### src/rtl/wd_pkg.sv
// Constants, register map and field layout of the system watchdog.
// Assumes a single 200 MHz clock and a sampled low-frequency oscillator.
//
// Summary of operation
// - Time-out while awake raises system reset
// - Counter advances only on slow oscillator edges
// - Mode field 00 keeps watchdog off
// - Mode 11 runs always, sleep included
// - Mode 10 runs awake, off in sleep
// - Mode 01 follows the software enable bit
// - Period select picks 1 ms to 256 s
// - Reset restores period select to 2 s
// - Reset, clear instruction, disabling clear counter
// - Sleep entry and wake both clear counter
// - Osc failure and start-up timer clear counter
// - Time-out in sleep wakes, no reset
// - Ratios double per step; reserved codes minimum
// - Period bits 5:1, enable bit 0, 7:6 zero
package wd_pkg;

  localparam int ADDR_W = 4;
  localparam int DATA_W = 8;
  localparam int PS_W   = 5;
  localparam int CNT_W  = 23;

  // Nominal slow oscillator rate, kept for reference of intervals
  localparam int LFO_FREQ_HZ = 31000;
  localparam int CLK_FREQ_HZ = 200000000;

  localparam logic [ADDR_W-1:0] OFS_CONTROL = 4'h0;
  localparam logic [ADDR_W-1:0] OFS_EVENTS  = 4'h1;
  localparam logic [ADDR_W-1:0] OFS_MASK    = 4'h2;
  localparam logic [ADDR_W-1:0] OFS_STATE   = 4'h3;

  localparam int SWEN_BIT = 0;
  localparam int PS_LSB   = 1;
  localparam int PS_MSB   = 5;

  localparam logic [PS_W-1:0] PS_RESET   = 5'h0B;
  localparam logic [PS_W-1:0] PS_MAX     = 5'h12;
  localparam logic [PS_W-1:0] PS_MIN     = 5'h00;
  localparam logic            SWEN_RESET = 1'b0;
  localparam int              TAP_BASE   = 5;

  localparam logic [1:0] MODE_OFF    = 2'h0;
  localparam logic [1:0] MODE_SW     = 2'h1;
  localparam logic [1:0] MODE_AWAKE  = 2'h2;
  localparam logic [1:0] MODE_ALWAYS = 2'h3;

  localparam int EV_W        = 2;
  localparam int EV_RESET    = 0;
  localparam int EV_WAKE     = 1;
  localparam int ST_ACTIVE   = 0;
  localparam int ST_ASLEEP   = 1;
  localparam int ST_HELD     = 2;

  typedef enum logic {
    PWR_AWAKE,
    PWR_ASLEEP
  } pwr_t;

endpackage : wd_pkg

### src/rtl/wd_prescaler.sv
// Free-running binary prescaler for the watchdog time base.
// Assumes tick_i is a one-cycle pulse per slow oscillator period.
`timescale 1ns/1ps
`default_nettype none
module wd_prescaler #(
  parameter int CNT_W = 23
) (
  input  wire logic             clk_i,
  input  wire logic             rst_i,
  input  wire logic             tick_i,
  input  wire logic             clear_i,
  input  wire logic [CNT_W-1:0] limit_i,
  output logic      [CNT_W-1:0] count_o,
  output logic                  expire_o
);

  logic [CNT_W-1:0] count_r;
  logic [CNT_W-1:0] count_nxt;

  // Expiry on the tick at or past the chosen tap; a shortened period
  // must still fire rather than wait for the counter to wrap
  assign expire_o = tick_i && !clear_i && (count_r >= limit_i);
  assign count_o  = count_r;

  always_comb begin
    count_nxt = count_r;
    if (clear_i) begin
      count_nxt = '0;
    end else if (expire_o) begin
      count_nxt = '0;
    end else if (tick_i) begin
      count_nxt = count_r + {{(CNT_W-1){1'b0}}, 1'b1};
    end
  end

  always_ff @(posedge clk_i or posedge rst_i) begin
    if (rst_i) begin
      count_r <= '0;
    end else begin
      count_r <= count_nxt;
    end
  end

endmodule : wd_prescaler
`default_nettype wire

### src/rtl/system_watchdog_timer.sv
// Watchdog timer: mode decode, clearing, time-out, registers, interrupt.
// Assumes all inputs synchronous to clk_i; the CPU core drives the
// clear pulse and sleep level, the clock unit the oscillator status.
//
// Chosen here: the address map and the plain strobed port.
`timescale 1ns/1ps
`default_nettype none
module system_watchdog_timer #(
  parameter int CNT_W = wd_pkg::CNT_W
) (
  input  wire logic                      clk_i,
  input  wire logic                      rst_i,
  input  wire logic [1:0]                wd_mode_cfg_i,
  input  wire logic                      low_freq_internal_osc_i,
  input  wire logic                      clear_watchdog_instr_i,
  input  wire logic                      sleep_i,
  input  wire logic                      osc_fail_i,
  input  wire logic                      osc_startup_timer_i,
  input  wire logic [wd_pkg::ADDR_W-1:0] addr_i,
  input  wire logic [wd_pkg::DATA_W-1:0] wr_data_i,
  input  wire logic                      wr_i,
  input  wire logic                      rd_i,
  output logic      [wd_pkg::DATA_W-1:0] rd_data_o,
  output logic                           wd_reset_o,
  output logic                           wake_o,
  output logic                           irq_o
);

  // Time-out limit for a period code; reserved codes act as the shortest
  function automatic logic [CNT_W-1:0] limit_of(input logic [wd_pkg::PS_W-1:0] ps);
    logic [CNT_W:0] one;
    logic [wd_pkg::PS_W-1:0] code;
    one  = {{CNT_W{1'b0}}, 1'b1};
    code = (ps > wd_pkg::PS_MAX) ? wd_pkg::PS_MIN : ps;
    // 1:32 at code 0, doubling with each step
    limit_of = CNT_W'((one << (wd_pkg::TAP_BASE + int'(code))) - one);
  endfunction : limit_of

  logic [wd_pkg::PS_W-1:0]   period_select_r;
  logic                      sw_watchdog_enable_r;
  logic [wd_pkg::EV_W-1:0]   events_r;
  logic [wd_pkg::EV_W-1:0]   mask_r;
  logic [wd_pkg::DATA_W-1:0] rd_data_r;
  logic                      wd_reset_r;
  logic                      wake_r;
  logic                      irq_r;
  logic                      osc_prev_r;
  wd_pkg::pwr_t              pwr_r;

  logic                      osc_tick;
  logic                      asleep;
  logic                      sleep_edge;
  logic                      active;
  logic                      held_clear;
  logic                      cnt_clear;
  logic [CNT_W-1:0]          limit;
  logic [CNT_W-1:0]          count;
  logic                      expire;
  logic [wd_pkg::EV_W-1:0]   ev_set;
  logic [wd_pkg::EV_W-1:0]   ev_clr;
  logic [wd_pkg::DATA_W-1:0] rd_nxt;

  // Slow oscillator edge; only this advances the counter
  assign osc_tick = low_freq_internal_osc_i && !osc_prev_r;

  always_ff @(posedge clk_i or posedge rst_i) begin
    if (rst_i) begin
      osc_prev_r <= 1'b0;
    end else begin
      osc_prev_r <= low_freq_internal_osc_i;
    end
  end

  // Power state tracker, used to see sleep entry and wake
  always_ff @(posedge clk_i or posedge rst_i) begin
    if (rst_i) begin
      pwr_r <= wd_pkg::PWR_AWAKE;
    end else begin
      pwr_r <= sleep_i ? wd_pkg::PWR_ASLEEP : wd_pkg::PWR_AWAKE;
    end
  end

  assign asleep     = sleep_i;
  assign sleep_edge = (pwr_r == wd_pkg::PWR_ASLEEP) != sleep_i;

  always_comb begin
    case (wd_mode_cfg_i)
      wd_pkg::MODE_ALWAYS: active = 1'b1;
      wd_pkg::MODE_AWAKE:  active = !asleep;
      wd_pkg::MODE_SW:     active = sw_watchdog_enable_r;
      wd_pkg::MODE_OFF:    active = 1'b0;
      default:             active = 1'b0;
    endcase
  end

  // Start-up timer holds the count at zero for its whole run
  assign held_clear = osc_fail_i || osc_startup_timer_i;

  assign cnt_clear = !active
                  || clear_watchdog_instr_i
                  || sleep_edge
                  || held_clear;

  assign limit = limit_of(period_select_r);

  wd_prescaler #(
    .CNT_W (CNT_W)
  ) u_prescaler (
    .clk_i    (clk_i),
    .rst_i    (rst_i),
    .tick_i   (osc_tick),
    .clear_i  (cnt_clear),
    .limit_i  (limit),
    .count_o  (count),
    .expire_o (expire)
  );

  // Time-out while awake resets; asleep it only wakes the core
  always_ff @(posedge clk_i or posedge rst_i) begin
    if (rst_i) begin
      wd_reset_r <= 1'b0;
      wake_r     <= 1'b0;
    end else begin
      wd_reset_r <= expire && !asleep;
      wake_r     <= expire && asleep;
    end
  end

  // Control register; period select and enable steer the counter
  always_ff @(posedge clk_i or posedge rst_i) begin
    if (rst_i) begin
      period_select_r      <= wd_pkg::PS_RESET;
      sw_watchdog_enable_r <= wd_pkg::SWEN_RESET;
    end else if (wr_i && addr_i == wd_pkg::OFS_CONTROL) begin
      period_select_r      <= wr_data_i[wd_pkg::PS_MSB:wd_pkg::PS_LSB];
      sw_watchdog_enable_r <= wr_data_i[wd_pkg::SWEN_BIT];
    end
  end

  // Event flags: hardware set wins over a same-cycle write of one
  assign ev_set = {expire && asleep, expire && !asleep};
  assign ev_clr = (wr_i && addr_i == wd_pkg::OFS_EVENTS)
                ? wr_data_i[wd_pkg::EV_W-1:0] : '0;

  always_ff @(posedge clk_i or posedge rst_i) begin
    if (rst_i) begin
      events_r <= '0;
    end else begin
      events_r <= (events_r & ~ev_clr) | ev_set;
    end
  end

  always_ff @(posedge clk_i or posedge rst_i) begin
    if (rst_i) begin
      mask_r <= '0;
    end else if (wr_i && addr_i == wd_pkg::OFS_MASK) begin
      mask_r <= wr_data_i[wd_pkg::EV_W-1:0];
    end
  end

  // Registered so the output carries no decode glitch
  always_ff @(posedge clk_i or posedge rst_i) begin
    if (rst_i) begin
      irq_r <= 1'b0;
    end else begin
      irq_r <= |(((events_r & ~ev_clr) | ev_set) & mask_r);
    end
  end

  // Read mux; unmapped offsets and unused upper bits read zero
  always_comb begin
    rd_nxt = '0;
    case (addr_i)
      wd_pkg::OFS_CONTROL: begin
        rd_nxt[wd_pkg::PS_MSB:wd_pkg::PS_LSB] = period_select_r;
        rd_nxt[wd_pkg::SWEN_BIT]              = sw_watchdog_enable_r;
      end
      wd_pkg::OFS_EVENTS: begin
        rd_nxt[wd_pkg::EV_W-1:0] = events_r;
      end
      wd_pkg::OFS_MASK: begin
        rd_nxt[wd_pkg::EV_W-1:0] = mask_r;
      end
      wd_pkg::OFS_STATE: begin
        rd_nxt[wd_pkg::ST_ACTIVE] = active;
        rd_nxt[wd_pkg::ST_ASLEEP] = asleep;
        rd_nxt[wd_pkg::ST_HELD]   = held_clear;
      end
      default: begin
        rd_nxt = '0;
      end
    endcase
  end

  // Data stand only in the cycle after the strobe
  always_ff @(posedge clk_i or posedge rst_i) begin
    if (rst_i) begin
      rd_data_r <= '0;
    end else begin
      rd_data_r <= rd_i ? rd_nxt : '0;
    end
  end

  assign rd_data_o  = rd_data_r;
  assign wd_reset_o = wd_reset_r;
  assign wake_o     = wake_r;
  assign irq_o      = irq_r;

  // Checks below tie each output or count to its cause

  a_reset_on_expire: assert property (
    @(posedge clk_i) disable iff (rst_i)
    (expire && !sleep_i) |=> (wd_reset_o && !wake_o)
  ) else $error("time-out while awake gave no reset");

  a_no_spurious_reset: assert property (
    @(posedge clk_i) disable iff (rst_i)
    !$past(expire) |-> !wd_reset_o
  ) else $error("reset without a time-out");

  a_wake_in_sleep: assert property (
    @(posedge clk_i) disable iff (rst_i)
    (expire && sleep_i) |=> (wake_o && !wd_reset_o)
  ) else $error("time-out in sleep did not wake");

  a_off_mode_quiet: assert property (
    @(posedge clk_i) disable iff (rst_i)
    (wd_mode_cfg_i == wd_pkg::MODE_OFF) |-> ##1 (count == '0) && !expire
  ) else $error("counter ran with the mode field off");

  a_sleep_stops_awake_mode: assert property (
    @(posedge clk_i) disable iff (rst_i)
    (wd_mode_cfg_i == wd_pkg::MODE_AWAKE && sleep_i) [*2] |-> (count == '0)
  ) else $error("awake-only mode counted in sleep");

  a_always_runs: assert property (
    @(posedge clk_i) disable iff (rst_i)
    (wd_mode_cfg_i == wd_pkg::MODE_ALWAYS && osc_tick && !cnt_clear
      && count < limit) |=> (count == $past(count) + 1'b1)
  ) else $error("always-on mode did not count");

  a_sw_enable_gate: assert property (
    @(posedge clk_i) disable iff (rst_i)
    (wd_mode_cfg_i == wd_pkg::MODE_SW && !sw_watchdog_enable_r)
      |=> (count == '0) && !wd_reset_o
  ) else $error("software mode ignores the enable bit");

  a_clear_instr: assert property (
    @(posedge clk_i) disable iff (rst_i)
    clear_watchdog_instr_i |=> (count == '0)
  ) else $error("clear instruction left the counter");

  a_sleep_edges_clear: assert property (
    @(posedge clk_i) disable iff (rst_i)
    ($rose(sleep_i) || $fell(sleep_i)) |=> (count == '0)
  ) else $error("sleep entry or wake did not clear");

  a_ost_hold: assert property (
    @(posedge clk_i) disable iff (rst_i)
    (osc_startup_timer_i || osc_fail_i) |=> (count == '0)
  ) else $error("count moved under oscillator hold");

  a_count_on_tick: assert property (
    @(posedge clk_i) disable iff (rst_i)
    (!osc_tick && !cnt_clear) |=> (count == $past(count))
  ) else $error("counter moved without an oscillator edge");

  a_reserved_min: assert property (
    @(posedge clk_i) disable iff (rst_i)
    (period_select_r > wd_pkg::PS_MAX) |-> (limit == CNT_W'(31))
  ) else $error("reserved period code not minimum");

  a_restart_zero: assert property (
    @(posedge clk_i) disable iff (rst_i)
    expire |=> (count == '0) ##0 wd_reset_o || wake_o
  ) else $error("counter did not restart after time-out");

  a_ctrl_top_zero: assert property (
    @(posedge clk_i) disable iff (rst_i)
    (rd_i && addr_i == wd_pkg::OFS_CONTROL) |=>
      (rd_data_o[wd_pkg::DATA_W-1:wd_pkg::PS_MSB+1] == '0)
      && (rd_data_o[wd_pkg::PS_MSB:wd_pkg::PS_LSB] == $past(period_select_r))
  ) else $error("control read back wrong");

  a_irq_level: assert property (
    @(posedge clk_i) disable iff (rst_i)
    ##1 (irq_o == |$past((events_r & ~ev_clr | ev_set) & mask_r))
  ) else $error("interrupt does not follow masked events");

  a_expire_needs_tick: assert property (
    @(posedge clk_i) disable iff (rst_i)
    expire |-> (osc_tick && !cnt_clear)
  ) else $error("time-out without an oscillator edge");

  a_tap_reached: assert property (
    @(posedge clk_i) disable iff (rst_i)
    (osc_tick && !cnt_clear && count >= limit) |-> expire
  ) else $error("chosen tap reached but no time-out");

  a_limit_span: assert property (
    @(posedge clk_i) disable iff (rst_i)
    limit[wd_pkg::TAP_BASE-1:0] == '1
  ) else $error("limit shorter than the minimum interval");

  a_wake_only_asleep: assert property (
    @(posedge clk_i) disable iff (rst_i)
    wake_o |-> $past(sleep_i)
  ) else $error("wake pulse while awake");

  a_reset_single: assert property (
    @(posedge clk_i) disable iff (rst_i)
    wd_reset_o |=> !wd_reset_o
  ) else $error("reset pulse longer than one cycle");

  a_off_mode_silent: assert property (
    @(posedge clk_i) disable iff (rst_i)
    (wd_mode_cfg_i == wd_pkg::MODE_OFF) |=> (!wd_reset_o && !wake_o)
  ) else $error("off mode produced a time-out");

  a_awake_mode_asleep: assert property (
    @(posedge clk_i) disable iff (rst_i)
    (wd_mode_cfg_i == wd_pkg::MODE_AWAKE && sleep_i) |=> (!wd_reset_o && !wake_o)
  ) else $error("awake-only mode timed out in sleep");

  a_ctrl_write: assert property (
    @(posedge clk_i) disable iff (rst_i)
    (wr_i && addr_i == wd_pkg::OFS_CONTROL) |=>
      (period_select_r == $past(wr_data_i[wd_pkg::PS_MSB:wd_pkg::PS_LSB]))
      && (sw_watchdog_enable_r == $past(wr_data_i[wd_pkg::SWEN_BIT]))
  ) else $error("control write did not land");

  a_state_read: assert property (
    @(posedge clk_i) disable iff (rst_i)
    (rd_i && addr_i == wd_pkg::OFS_STATE) |=>
      (rd_data_o[wd_pkg::ST_ACTIVE] == $past(active))
      && (rd_data_o[wd_pkg::ST_HELD] == $past(held_clear))
  ) else $error("state read back wrong");

  a_rd_idle_zero: assert property (
    @(posedge clk_i) disable iff (rst_i)
    !rd_i |=> (rd_data_o == '0)
  ) else $error("read data stood past its cycle");

  a_event_set_wins: assert property (
    @(posedge clk_i) disable iff (rst_i)
    (ev_set != '0) |=> ((events_r & $past(ev_set)) == $past(ev_set))
  ) else $error("time-out event flag lost");

endmodule : system_watchdog_timer
`default_nettype wire

### config.mk
export PLATFORM = sky130hd
export DESIGN_NAME = system_watchdog_timer
export DESIGN_NICKNAME = d
export VERILOG_FILES = /design/src/rtl/wd_pkg.sv /design/src/rtl/wd_prescaler.sv /design/src/rtl/system_watchdog_timer.sv
export SDC_FILE = /design/constraint.sdc
export NUM_CORES = 1
export LEC_CHECK = 0
export BUFFER_PORTS_ARGS = -buffer_cell sky130_fd_sc_hd__buf_2
export CORE_ASPECT_RATIO = 0.5
export CORE_MARGIN = 3
export CORE_UTILIZATION = 45
export CTS_CLUSTER_SIZE = 40
export DETAILED_ROUTE_END_ITERATION = 10
export SLEW_MARGIN = 20
export SYNTH_ARGS = -nofsm -noshare
export SYNTH_HDL_FRONTEND = slang
export SYNTH_SLANG_ARGS = --single-unit
export TNS_END_PERCENT = 5
### constraint.sdc
create_clock -name clk_i -period 4.28 [get_ports clk_i]
set_input_delay 0.214 -clock clk_i [delete_from_list [all_inputs] [get_ports clk_i]]
set_output_delay 0.214 -clock clk_i [all_outputs]
set_load 0.01 [all_outputs]
==> metrics.md <==
| Metric | Value |
|---|---|
| Status | finished clean |
| Worst-path clk slew | 0.06 ns |
| Critical path startpoint category | flop |
| Routability cong. | 0.939 |
| # rows | 20 |
| Initial DRC count | 166 |
| Switch share | 31.8% |
| #FFs+latches synth | 44 |
| Required @ worst endpoint | 4.48 ns |
| Layout cell share with drive strength beyond 1 | 14.6% |
| GR Util All Layers | 20.3% |
| Synth async-reset ratio | 100% |
| Syn Std Cell Area | 0.00301 mm^2 |
| CTS Buf Count | 5 |
| Ports | 34 |
| Port buffer count | 29 |
| Cell-internal power | 0.758 mW |
| Vias | 2675 |
| GRT met1 Usage | 29.6% |
| Seq pwr share | 43.2% |
| Final period util | 86.2% |
| Setup Buffers After CTS | 0 |
| Die height | 63.9 um |
| Grt met3 use | 4.77% |
| Slew HR | 30.3% |
| WS Path Type | reg -> reg |
| Most frequent cells in the layout | nand2_1, dfrtp_1, nor2_1, buf_2, ha_1 |
| Final worst setup slack | 0.591 ns |
| Routed WL | 7200 um |
| Clock share of power | 34.6% |
| Setup TNS | 0 ns |
| Largest net degree at the start of global routing | 45 |
| Peak VDD IR | 0.180 mV |
| Sequential area share after synthesis | 36.7% |
| Worst Setup End Kind | flop |
| WP data arrival | 3.89 ns |
| CTS tree | built |
| Achievable Freq | 271 MHz |
| Clk_lat worst skew | 0.29 ns |
| Routed Antenna Nets | 0 |
| Post-synth cell types | 50 |
| Switching power | 0.353 mW |
| Cts repair resizes | 0 |
| Number of synthesized flops with an enable pin | 0 |
| # nets final | 424 |
| GR Util met2 | 29.8% |
| RSZ-0062 raised after global routing | no |
| Remaining DRCs | 0 |
| Global-route wire length before repair | 12500 um |
| Post-Synthesis Cells | 347 |
| Starting density of the core | 48.0% |
| Fin cells | 465 |
| Leakage power | 1.54 nW |
| Die ar. | 0.00777 mm^2 |
| Dpl cells | 457 |
| Final slew viol count | 0 |
| Most Used Layer, Global Route | met2 |
| Least-Margin Pin Slew | 1.04 ns |
| Hold buffer count at CTS | 0 |
| Placement Setup Slack | 0.612 ns |
| GRT overflow | 0 |
| Overall die width | 122 um |
| Final min period | 3.69 ns |
| Warnings from Yosys | 0 |
| Comb pwr share | 22.2% |
| Final Hold Viols | 0 |
| Clk sinks | 44 |
| WL/cell | 15.5 um |
| Critical path peak fanout | 33 |
| Post-Syn Area per Cell | 8.68 um^2 |
| Vias in the first global route | 2512 |
| Synth-to-layout area growth | 12.1% |
| Clock Skews | 0.00440 ns |
| Root Driver | clkbuf_16 |
| Via density per instance | 5.75 |
| Top_reg_cell synth | dfrtp_1 |
| MaxCap Viol Count | 0 |
| Antenna Cells | 0 |
| Most common cell after layout, fill and taps aside | nand2_1 |
| Final setup fails | 0 |
| Power Density | 329 mW/mm^2 |
| Core ar. | 0.00628 mm^2 |
| Initial antenna violation count | 0 |
| First-pass DRT Iterations | 4 |
| HP Class | in -> reg |
| CTS Buffer Depth | 2 |
| Post-DP HPWL | 5370 um |
| H-tree depth | 2 |
metrics by stage:
stage               cell area (um^2)  util, %  hold WS, ns  total power [mW]
finish                          3380     53.8       0.0435              1.11
floorplan                       3030        -        0.245             0.664
global route                    3380     53.8       0.0318              1.18
global placement                3240     51.5        0.336             0.722
CTS                             3380     53.8       0.0336              1.12
detailed placement              3240     51.5        0.342             0.731
power by group through the flow:
stage | Sequential (mW) | Combinational (mW) | Clock, mW
after floorplan | 0.460 | 0.204 | 0
after global placement | 0.486 | 0.237 | 0
after detailed placement | 0.487 | 0.244 | 0
after CTS | 0.479 | 0.245 | 0.392
after global routing | 0.487 | 0.281 | 0.414
final | 0.480 | 0.247 | 0.384
metal layers:
metal	vias up	part of all wire, %
li1	1328	-
met1	1271	51
met2	66	42
met3	10	5.2
met4	0	1.4
met5	-	0
critical path, cell delays in order (launching register included):
cell and delay [ns]:
dfstp_2 0.42, nor2_1 0.39, and3_1 0.32, nand2_1 0.14
o21a_1 0.14, ha_1 0.30, a21oi_1 0.17, o21ai_0 0.12
a2111oi_2 0.47, o2111ai_4 0.49, or3_1 0.51, o211ai_1 0.10
sequential cells by signal, indices dropped and copies added, names as in the netlist, 2 cells and up:
| name | flops |
|---|---|
| rd_data_o | 6 |
| period_select_r | 5 |
| mask_r | 2 |
| events_r | 2 |
| u_prescaler.count_o | 23 |
synthesized netlist by cell type (all sizes together), types with 3 or more instances:
master  number  share of area, %
a211o        6               1.7
a21o         6               1.5
a21oi       17               2.8
a22oi        4               1.0
a31oi        6               1.2
and3         7               1.5
buf          6               1.5
clkbuf       9               1.1
dfrtp       41                34
dfstp        3               2.6
ha          25                10
inv         10               1.2
mux2         8               3.0
nand2       48               6.0
nand3       15               2.5
nand4       11               2.3
nor2        30               3.7
nor2b        3              0.62
nor3        12               2.0
nor4         8               2.1
o211ai       5               1.2
o21a         5               1.2
o21ai       23               3.8
or3          5               1.0
xnor2        3              0.87
xor2         3              0.87
worst paths after layout:
check	startpoint	endpoint	slack, ns	cells after the start
worst max-delay path	period_select_r[3]	u_prescaler.count_o[13]	0.59	11
worst min-delay path	low_freq_internal_osc_i	osc_prev_r	0.04	1
worst max register to register	period_select_r[3]	u_prescaler.count_o[13]	0.59	11
worst min register to register	osc_prev_r	wd_reset_o	0.53	3
max in group asynchronous	rst_i	u_prescaler.count_o[1]	3.82	3
min in group asynchronous	rst_i	irq_o	0.05	3
cells by family (layout without fill, tap and decap cells):
group,Yosys count,after routing,synth area share (%)
AND/OR/NAND/NOR,147,147,23.6
adder cells (fa/ha/maj),25,25,10.4
flip-flops,44,44,36.7
buffers and inverters,25,51,3.82
multiplexers,9,9,3.32
other,2,6,0.249
AO/OA/AOI/OAI,89,89,20.2
XOR/XNOR,6,6,1.74
final cells by class:
cell class | count | area (um^2)
timing repair buffer | 33 | 175
fill | 596 | 2900
tap | 88 | 110
multi-input combinational | 282 | 1810
clock buffer | 6 | 129
inverter | 10 | 37.5
sequential | 44 | 1100
clock inverter | 2 | 12.5
Power figures use the tool's default switching activity.
